## config.mk

```make
export PLATFORM = sky130hd
export DESIGN_NAME = logic_cluster
export DESIGN_NICKNAME = d
export VERILOG_FILES = /design/src/cluster_pkg.sv /design/src/logic_cluster.sv
export SDC_FILE = /design/constraint.sdc
export NUM_CORES = 1
export LEC_CHECK = 0
export ABC_AREA = 1
export BUFFER_PORTS_ARGS = -buffer_cell sky130_fd_sc_hd__buf_2
export CELL_PAD_IN_SITES_DETAIL_PLACEMENT = 1
export CELL_PAD_IN_SITES_GLOBAL_PLACEMENT = 1
export CORE_MARGIN = 10
export CORE_UTILIZATION = 30
export DETAILED_ROUTE_END_ITERATION = 8
export GPL_TIMING_DRIVEN = 0
export MAX_ROUTING_LAYER = met4
export PLACE_DENSITY_LB_ADDON = 0.1
export SETUP_SLACK_MARGIN = 0.2
export SYNTH_ARGS = -nofsm -noshare
export SYNTH_HDL_FRONTEND = slang
export SYNTH_SLANG_ARGS = --single-unit
```

## constraint.sdc

```tcl
create_clock -name clk_sys -period 5.42 [get_ports clk_sys]
set_input_delay 0.271 -clock clk_sys [delete_from_list [all_inputs] [get_ports clk_sys]]
set_output_delay 0.271 -clock clk_sys [all_outputs]
set_load 0.02 [all_outputs]
```

## src/cluster_pkg.sv

```systemverilog
package cluster_pkg;

    localparam int unsigned NUM_CELLS = 8;
    localparam int unsigned NUM_LINES = 4;
    localparam int unsigned NUM_SRC   = 18;

    // Word offsets of the register map, byte address is four times these
    localparam logic [3:0] OFS_CELL0   = 4'h0;
    localparam logic [3:0] OFS_LINESEL = 4'h8;
    localparam logic [3:0] OFS_CTRL    = 4'h9;
    localparam logic [3:0] OFS_STATUS  = 4'hA;

    // Positions inside the source vector of the control lines
    localparam logic [4:0] SRC_DED_BASE  = 5'h00;
    localparam logic [4:0] SRC_GLOB_BASE = 5'h02;
    localparam logic [4:0] SRC_IO_BASE   = 5'h06;
    localparam logic [4:0] SRC_CELL_BASE = 5'h0A;

    // Fields of the line select and control words
    localparam int unsigned LINESEL_W  = 5;
    localparam int unsigned CTRL_INV   = 0;
    localparam int unsigned CTRL_RSTEN = 4;
    localparam int unsigned CTRL_BREAK = 5;

    localparam logic [31:0] RESET_WORD = 32'h0000_0000;

    typedef enum logic [1:0] {
        MODE_NORMAL, MODE_ARITH, MODE_UPDOWN, MODE_CLRCNT
    } cell_mode_e;

    typedef enum logic [1:0] {
        FF_D, FF_T, FF_JK, FF_SR
    } ff_kind_e;

    typedef enum logic [1:0] {
        CASC_START, CASC_AND, CASC_OR, CASC_SPARE
    } casc_e;

    typedef enum logic [1:0] {
        CARRY_CHAIN, CARRY_ZERO, CARRY_DATA, CARRY_SPARE
    } carry_src_e;

    typedef enum logic [2:0] {
        CP_NONE, CP_CLEAR, CP_PRESET, CP_CLEAR_PRESET,
        CP_LOAD_CLEAR, CP_LOAD_PRESET, CP_LOAD_ONLY
    } clrpre_e;

    // One cell configuration word, msb first
    typedef struct packed {
        clrpre_e     clrpre;
        logic        in_sel_carry;
        carry_src_e  carry_src;
        casc_e       casc;
        logic        ce_use;
        logic        clk_sel;
        logic        route_sel_reg;
        logic        local_sel_reg;
        ff_kind_e    ff_kind;
        cell_mode_e  mode;
        logic [15:0] lut_mask;
    } cell_cfg_s;

endpackage

```

## src/logic_cluster.sv

```systemverilog
module logic_cluster (
    // System
    input  wire logic                  clk_sys,
    input  wire logic                  reset,
    // Avalon-MM slave
    input  wire logic [5:0]            address,
    input  wire logic                  read,
    input  wire logic                  write,
    input  wire logic [31:0]           writedata,
    input  wire logic [3:0]            byteenable,
    output logic      [31:0]           readdata,
    output logic                       waitrequest,
    // Pins from outside the clock domain
    input  wire logic [1:0]            dedicated_clk,
    input  wire logic [3:0]            global_line,
    input  wire logic [3:0]            io_line,
    input  wire logic                  chip_reset_n,
    // Routing fabric
    input  wire logic [7:0][3:0]       cell_data,
    output logic      [7:0]            local_out,
    output logic      [7:0]            route_out,
    // Chains from and to the cluster two places along the row
    input  wire logic                  carry_in,
    input  wire logic                  cascade_in,
    output logic                       carry_out,
    output logic                       cascade_out
);

    cluster_pkg::cell_cfg_s [7:0] cfg_q;
    logic [19:0]                  linesel_q;
    logic [5:0]                   ctrl_q;
    logic [10:0]                  sync1_q;
    logic [10:0]                  sync2_q;
    logic [1:0]                   clk_prev_q;
    logic [7:0]                   q_q;
    logic [7:0]                   q_d;
    logic [7:0]                   comb_res;
    logic [7:0]                   local_q;
    logic [7:0]                   route_q;
    logic                         carry_out_q;
    logic                         cascade_out_q;
    logic [31:0]                  readdata_q;
    logic                         waitrequest_q;
    logic [8:0]                   carry;
    logic [8:0]                   casc;
    logic [3:0]                   line;
    logic [1:0]                   clk_rise;
    logic [17:0]                  src;

    function automatic logic lut3(input logic [7:0] mask, input logic [2:0] idx);
        return mask[idx];
    endfunction

    function automatic logic [31:0] merge(input logic [31:0] old, input logic [31:0] wd,
                                          input logic [3:0] be);
        logic [31:0] r;
        r = old;
        for (int b = 0; b < 4; b++) begin
            if (be[b]) begin
                r[b*8 +: 8] = wd[b*8 +: 8];
            end
        end
        return r;
    endfunction

    // Pins pass two flip-flops; only the second stage is read
    always_ff @(posedge clk_sys) begin
        if (reset) begin
            sync1_q <= 11'h7FF;
            sync2_q <= 11'h7FF;
        end else begin
            sync1_q <= {chip_reset_n, io_line, global_line, dedicated_clk};
            sync2_q <= sync1_q;
        end
    end

    assign src = {local_q, sync2_q[9:0]};

    always_comb begin
        logic [4:0] sel;
        sel = 5'h00;
        for (int k = 0; k < 4; k++) begin
            sel = linesel_q[k*5 +: 5];
            if (sel >= 5'(cluster_pkg::NUM_SRC)) begin
                line[k] = 1'b1;
            end else if (k >= 2 && sel < cluster_pkg::SRC_GLOB_BASE) begin
                line[k] = 1'b1;
            end else begin
                line[k] = src[sel] ^ ctrl_q[cluster_pkg::CTRL_INV + k];
            end
        end
    end

    always_ff @(posedge clk_sys) begin
        if (reset) begin
            // Lines idle high after reset; a zero here would fake a clock edge
            clk_prev_q <= 2'h3;
        end else begin
            clk_prev_q <= line[1:0];
        end
    end

    assign clk_rise = line[1:0] & ~clk_prev_q;

    // Cell datapath, chains ripple through all eight cells in one cycle
    // eight cells chained
    always_comb begin
        logic [3:0] d;
        logic       cin;
        logic       lut_o;
        logic       cout;
        logic       res;
        logic       din;
        logic       nxt;
        logic       en;
        logic       chain_ok;
        logic       a_n;
        logic       b_n;
        cluster_pkg::cell_cfg_s c;
        d        = 4'h0;
        cin      = 1'b0;
        lut_o    = 1'b0;
        cout     = 1'b0;
        res      = 1'b0;
        din      = 1'b0;
        nxt      = 1'b0;
        en       = 1'b0;
        chain_ok = 1'b0;
        a_n      = line[2];
        b_n      = line[3];
        c        = cfg_q[0];
        carry[0] = ctrl_q[cluster_pkg::CTRL_BREAK] ? 1'b0 : carry_in;
        casc[0]  = cascade_in;
        for (int i = 0; i < 8; i++) begin
            c        = cfg_q[i];
            d        = cell_data[i];
            chain_ok = (i != 0) || !ctrl_q[cluster_pkg::CTRL_BREAK];
            unique case (c.carry_src)
                cluster_pkg::CARRY_CHAIN: cin = carry[i];
                cluster_pkg::CARRY_DATA:  cin = d[2];
                default:                  cin = 1'b0;
            endcase
            unique case (c.mode)
                cluster_pkg::MODE_NORMAL: begin
                    lut_o = c.lut_mask[{d[3], c.in_sel_carry ? cin : d[2], d[1], d[0]}];
                    cout  = cin;
                end
                cluster_pkg::MODE_ARITH: begin
                    lut_o = lut3(c.lut_mask[7:0], {cin, d[1], d[0]});
                    cout  = lut3(c.lut_mask[15:8], {cin, d[1], d[0]});
                end
                cluster_pkg::MODE_UPDOWN: begin
                    lut_o = lut3(c.lut_mask[7:0], {cin, d[1], q_q[i]});
                    cout  = lut3(c.lut_mask[15:8], {cin, d[1], q_q[i]});
                end
                cluster_pkg::MODE_CLRCNT: begin
                    lut_o = lut3(c.lut_mask[7:0], {cin, 1'b0, q_q[i]});
                    cout  = lut3(c.lut_mask[15:8], {cin, 1'b0, q_q[i]});
                end
            endcase
            unique case (c.casc)
                cluster_pkg::CASC_AND: res = chain_ok ? (lut_o & casc[i]) : lut_o;
                cluster_pkg::CASC_OR:  res = chain_ok ? ~(~lut_o & ~casc[i]) : lut_o;
                default:               res = lut_o;
            endcase
            casc[i+1]   = res;
            carry[i+1]  = cout;
            comb_res[i] = res;
            unique case (c.mode)
                cluster_pkg::MODE_UPDOWN: din = d[3] ? d[2] : res;
                cluster_pkg::MODE_CLRCNT: din = (d[3] ? d[2] : res) & ~d[1];
                default:                  din = res;
            endcase
            unique case (c.ff_kind)
                cluster_pkg::FF_D:  nxt = din;
                cluster_pkg::FF_T:  nxt = q_q[i] ^ din;
                cluster_pkg::FF_JK: nxt = din ? (d[3] ? ~q_q[i] : 1'b1) : (d[3] ? 1'b0 : q_q[i]);
                cluster_pkg::FF_SR: nxt = (din && !d[3]) ? 1'b1 :
                                          ((!din && d[3]) ? 1'b0 : q_q[i]);
            endcase
            en     = !c.ce_use || d[0];
            q_d[i] = (clk_rise[c.clk_sel] && en) ? nxt : q_q[i];
            unique case (c.clrpre)
                cluster_pkg::CP_NONE: begin
                end
                cluster_pkg::CP_CLEAR: begin
                    if (!b_n) q_d[i] = 1'b0;
                end
                cluster_pkg::CP_PRESET: begin
                    if (!a_n) q_d[i] = 1'b1;
                end
                cluster_pkg::CP_CLEAR_PRESET: begin
                    if (!b_n) q_d[i] = 1'b0;
                    else if (!a_n) q_d[i] = 1'b1;
                end
                cluster_pkg::CP_LOAD_CLEAR: begin
                    if (!b_n) q_d[i] = 1'b0;
                    else if (!a_n) q_d[i] = d[2];
                end
                cluster_pkg::CP_LOAD_PRESET: begin
                    if (!b_n) q_d[i] = 1'b1;
                    else if (!a_n) q_d[i] = d[2];
                end
                cluster_pkg::CP_LOAD_ONLY: begin
                    if (!a_n) q_d[i] = d[2];
                end
                default: begin
                end
            endcase
            if (ctrl_q[cluster_pkg::CTRL_RSTEN] && !sync2_q[10]) begin
                q_d[i] = 1'b0;
            end
        end
    end

    always_ff @(posedge clk_sys) begin
        if (reset) begin
            q_q <= 8'h00;
        end else begin
            q_q <= q_d;
        end
    end

    always_ff @(posedge clk_sys) begin
        if (reset) begin
            local_q <= 8'h00;
            route_q <= 8'h00;
        end else begin
            for (int i = 0; i < 8; i++) begin
                local_q[i] <= cfg_q[i].local_sel_reg ? q_d[i] : comb_res[i];
                route_q[i] <= cfg_q[i].route_sel_reg ? q_d[i] : comb_res[i];
            end
        end
    end

    always_ff @(posedge clk_sys) begin
        if (reset) begin
            carry_out_q   <= 1'b0;
            cascade_out_q <= 1'b1;
        end else begin
            carry_out_q   <= carry[8];
            cascade_out_q <= casc[8];
        end
    end

    // Single wait state: request seen, answer at the next edge
    always_ff @(posedge clk_sys) begin
        if (reset) begin
            waitrequest_q <= 1'b1;
        end else begin
            waitrequest_q <= !((read || write) && waitrequest_q);
        end
    end

    always_ff @(posedge clk_sys) begin
        if (reset) begin
            cfg_q     <= '0;
            linesel_q <= 20'h00000;
            ctrl_q    <= 6'h00;
        end else if (write && !waitrequest_q) begin
            if (address[5:2] < cluster_pkg::OFS_LINESEL) begin
                cfg_q[address[4:2]] <= merge(cfg_q[address[4:2]], writedata, byteenable);
            end else if (address[5:2] == cluster_pkg::OFS_LINESEL) begin
                linesel_q <= 20'(merge({12'h000, linesel_q}, writedata, byteenable));
            end else if (address[5:2] == cluster_pkg::OFS_CTRL) begin
                ctrl_q <= 6'(merge({26'h0000000, ctrl_q}, writedata, byteenable));
            end
        end
    end

    // Unmapped words read zero
    always_ff @(posedge clk_sys) begin
        if (reset) begin
            readdata_q <= cluster_pkg::RESET_WORD;
        end else if (read && waitrequest_q) begin
            if (address[5:2] < cluster_pkg::OFS_LINESEL) begin
                readdata_q <= cfg_q[address[4:2]];
            end else if (address[5:2] == cluster_pkg::OFS_LINESEL) begin
                readdata_q <= {12'h000, linesel_q};
            end else if (address[5:2] == cluster_pkg::OFS_CTRL) begin
                readdata_q <= {26'h0000000, ctrl_q};
            end else if (address[5:2] == cluster_pkg::OFS_STATUS) begin
                readdata_q <= {2'h0, line, cascade_out_q, carry_out_q,
                               route_q, local_q, q_q};
            end else begin
                readdata_q <= cluster_pkg::RESET_WORD;
            end
        end
    end

    assign readdata    = readdata_q;
    assign waitrequest = waitrequest_q;
    assign local_out   = local_q;
    assign route_out   = route_q;
    assign carry_out   = carry_out_q;
    assign cascade_out = cascade_out_q;

endmodule

```

==> run metrics <==
Internal Pwr Total=0.00508 W; clock skew=between 20 and 30 ps; hold-critical path depth=3; Top delay family on crit path=simple AND/OR/NAND/NOR gates; Seq pwr share=0.375; RSZ-0062 raised after global routing=false; Ys Warns=0; Worst-Skew Late Latency=between 600 and 700 ps; filler cell count=9334; Seq/Total Area, Yosys=0.334; vias per cell=5.61; CP Max Fanout=7; WL/cell=about 28 um; syn nets=3536; min Tclk post-route=4950 ps; Die ar.=between 80000 and 90000 um2; final setup fails=0; DR iter-0 viols=~2200; Synth top area share=0.334; origin of the critical flop-to-flop path=ctrl_q[5]; VDD IR max=between 0.2 and 0.25 mV; Slew Viols, Final=0; Levels on crit path=46; cell leakage power=~12 nW; placed cell count=4527; crit path capture=q_q[7]; Cell Area, Synth=21900 um2; Comb power frac=0.168; CTS buffer count=48; worst reg-to-reg setup slack=between 400 and 500 ps; count of cell types in the netlist=45; Syn Inst Count=approximately 3400; Crit. End Element=flop; Clk pwr share=0.457; most common cell after layout, fill and taps aside=inv_1; Core Region=just over 70000 um2; Largest stage delay, worst path=410 ps; P per Cell Area=281 nW/um2; vias in the first global route=between 20000 and 30000; Tcrit/Tclk final=0.913; Switching Share=0.319; clock sinks=roughly 370; Hold Path Class=in2reg; Tightest Pin Transition=around 1200 ps; Root Driver=clkbuf_16; Final GP Congestion=between 1 and 1.5; Row Count=99; Pre-Repair DR Iteration Count=5; via count=between 20000 and 30000; status=completed; initial core utilization=0.301; Net Switching=roughly 0.0024 W; # H-tree levels=2; CP startpoint kind=flop; Worst Setup SP=ctrl_q[5]; Critical-path top delay cell=dfxtp_4; Peak Freq=slightly above 0.2 GHz; R2R cell count=46; CTS tree=done; Avg Inst Size Synth=6.39 um2; Core Util, Final=0.365; area leader, netlist=dfxtp_1; DP HPWL=105 mm; die height=slightly below 300 um; global-route wire length before repair=roughly 190 mm; Setup TNS Final=0 ps; initial antenna violation count=13; # nets final=approximately 3800; port bufs=between 100 and 150; clock slew at reported path FFs=60 ps; final std cells w/o fill=4677; grt ovf=0; Sequential Area=roughly 7300 um2; Hold Fails Final Rpt=0; I/O pins=around 140; Placed Area=between 20000 and 25000 um2; layout cell share with drive strength beyond 1=0.110; chip width=approximately 290 um; DRC violations left=0; Post-DRT Antenna Nets=0; area occupied by multi-input gates=between 10000 and 15000 um2; commonest cells after routing, fill and taps aside=653 x inv_1, 550 x o21ai_0, 521 x a21oi_1, 426 x nand2_1, 360 x dfxtp_1; final WL=roughly 130 mm; max_cap viols=0; slew margin rel.=0.204; Layout area overhead=21.1%; most frequent CP cell=nand2_4; crit path DAT=around 5400 ps; #FFs+latches synth=365; Total GRT Usage=0.309; Final Instance Area=26500 um2; Worst Setup Path Type=reg2reg; Clock Tree Buf Depth=3; WP buf/inv=3; reg2reg end=q_q[7]; largest net degree at the start of global routing=13; ranking of synthesized cells by area=dfxtp_1 33%, o21ai_0 13%, a21oi_1 12%; Worst EP required=between 5000 and 6000 ps
-- worst min-delay path, delay by kind of cell --
kind | cells | cell delay (ps)
AOI/OAI and AO/OA | 1 | 140
buffers and inverters | 2 | 170
-- state kept, by name (all words and copies together), names as in the netlist, 8 cells and up --
signal,count
route_out,8
sync2_q,11
linesel_q,20
cfg_q,256
sync1_q,11
readdata,32
q_q,8
local_out,8
-- metal layers --
metal | up-vias | share of wire | global-route usage
li1 | 12000 | - | -
met2 | 971 | 0.45 | 0.481
met4 | 0 | 0.046 | 0.133
met5 | - | 0 | -
met3 | 224 | 0.063 | 0.0450
met1 | 13100 | 0.44 | 0.394
-- cell families (layout without fill, tap and decap cells) --
family	count (synthesis)	after routing	share of synthesized area
AND/OR/NAND/NOR	835	835	0.167
other	0	5	0
adder cells (fa/ha/maj)	16	16	0.00914
XOR/XNOR	4	4	0.00160
flip-flops	365	365	0.334
buffers and inverters	865	1149	0.149
AO/OA/AOI/OAI	1344	1344	0.339
-- power by group through the flow --
stage	combinational, W	sequential (W)	clock (W)
after floorplan	0.000506	0.00286	0
final	0.00125	0.00279	0.00341
after detailed placement	0.00114	0.00285	0
after global placement	0.00108	0.00285	0
after CTS	0.00118	0.00279	0.00344
after global routing	0.00131	0.00280	0.00354
-- layout make-up --
cell class / instances / area share
Tap cell: 959 / 0.0452
Inverter: 676 / 0.0961
Clock inverter: 15 / 0.00627
Clock buffer: 74 / 0.0554
Buffer: 189 / 0.0277
Antenna cell: 5 / 0.000472
Timing Repair Buffer: 195 / 0.0518
Sequential cell: 365 / 0.276
Multi-Input combinational cell: 2199 / 0.441
-- synthesized netlist by cell type, drive strengths merged --
| cell | count |
|---|---|
| a211oi | 5 |
| a21oi | 527 |
| a221oi | 30 |
| a22oi | 41 |
| a311oi | 1 |
| a31o | 2 |
| a31oi | 16 |
| a32oi | 13 |
| a41oi | 2 |
| and2 | 1 |
| buf | 14 |
| clkbuf | 175 |
| clkinv | 6 |
| dfxtp | 365 |
| ha | 16 |
| inv | 670 |
| nand2 | 464 |
| nand3 | 187 |
| nand3b | 8 |
| nand4 | 6 |
| nor2 | 130 |
| nor3 | 10 |
| nor3b | 1 |
| nor4 | 3 |
| o2111ai | 14 |
| o211ai | 62 |
| o21ai | 578 |
| o21bai | 4 |
| o221a | 2 |
| o221ai | 28 |
| o22ai | 11 |
| o31ai | 8 |
| or2 | 25 |
| xor2 | 4 |
-- worst min path at each step --
stage                     start     endpoint  slack [ps]
2_1_floorplan  dedicated_clk[0]   sync1_q[0]         370
3_3_place_gp        sync1_q[10]  sync2_q[10]         400
3_5_place_dp         sync1_q[7]   sync2_q[7]         400
4_1_cts            writedata[5]    ctrl_q[5]         0.5
5_1_grt            writedata[5]    ctrl_q[5]          30
6_report           writedata[5]    ctrl_q[5]          20
-- through the flow --
stage	setup WS (ps)	hold WS, ps	total power, W
6_report	469	16.7	0.00746
5_1_grt	155	30.0	0.00765
4_1_cts	207	0.505	0.00741
3_5_place_dp	-864	397	0.00400
3_3_place_gp	-1910	398	0.00393
2_1_floorplan	1480	375	0.00336
-- what timing repair did --
item                                   CTS  global route
hold buffers                            20             0
buffers inserted                         9            27
pin swaps                                8            20
endpoints found under the hold margin   19             0
setup endpoints to repair               12             9
resized for setup                       18            59
cloned                                   0             0
Power figures use the tool's default switching activity.
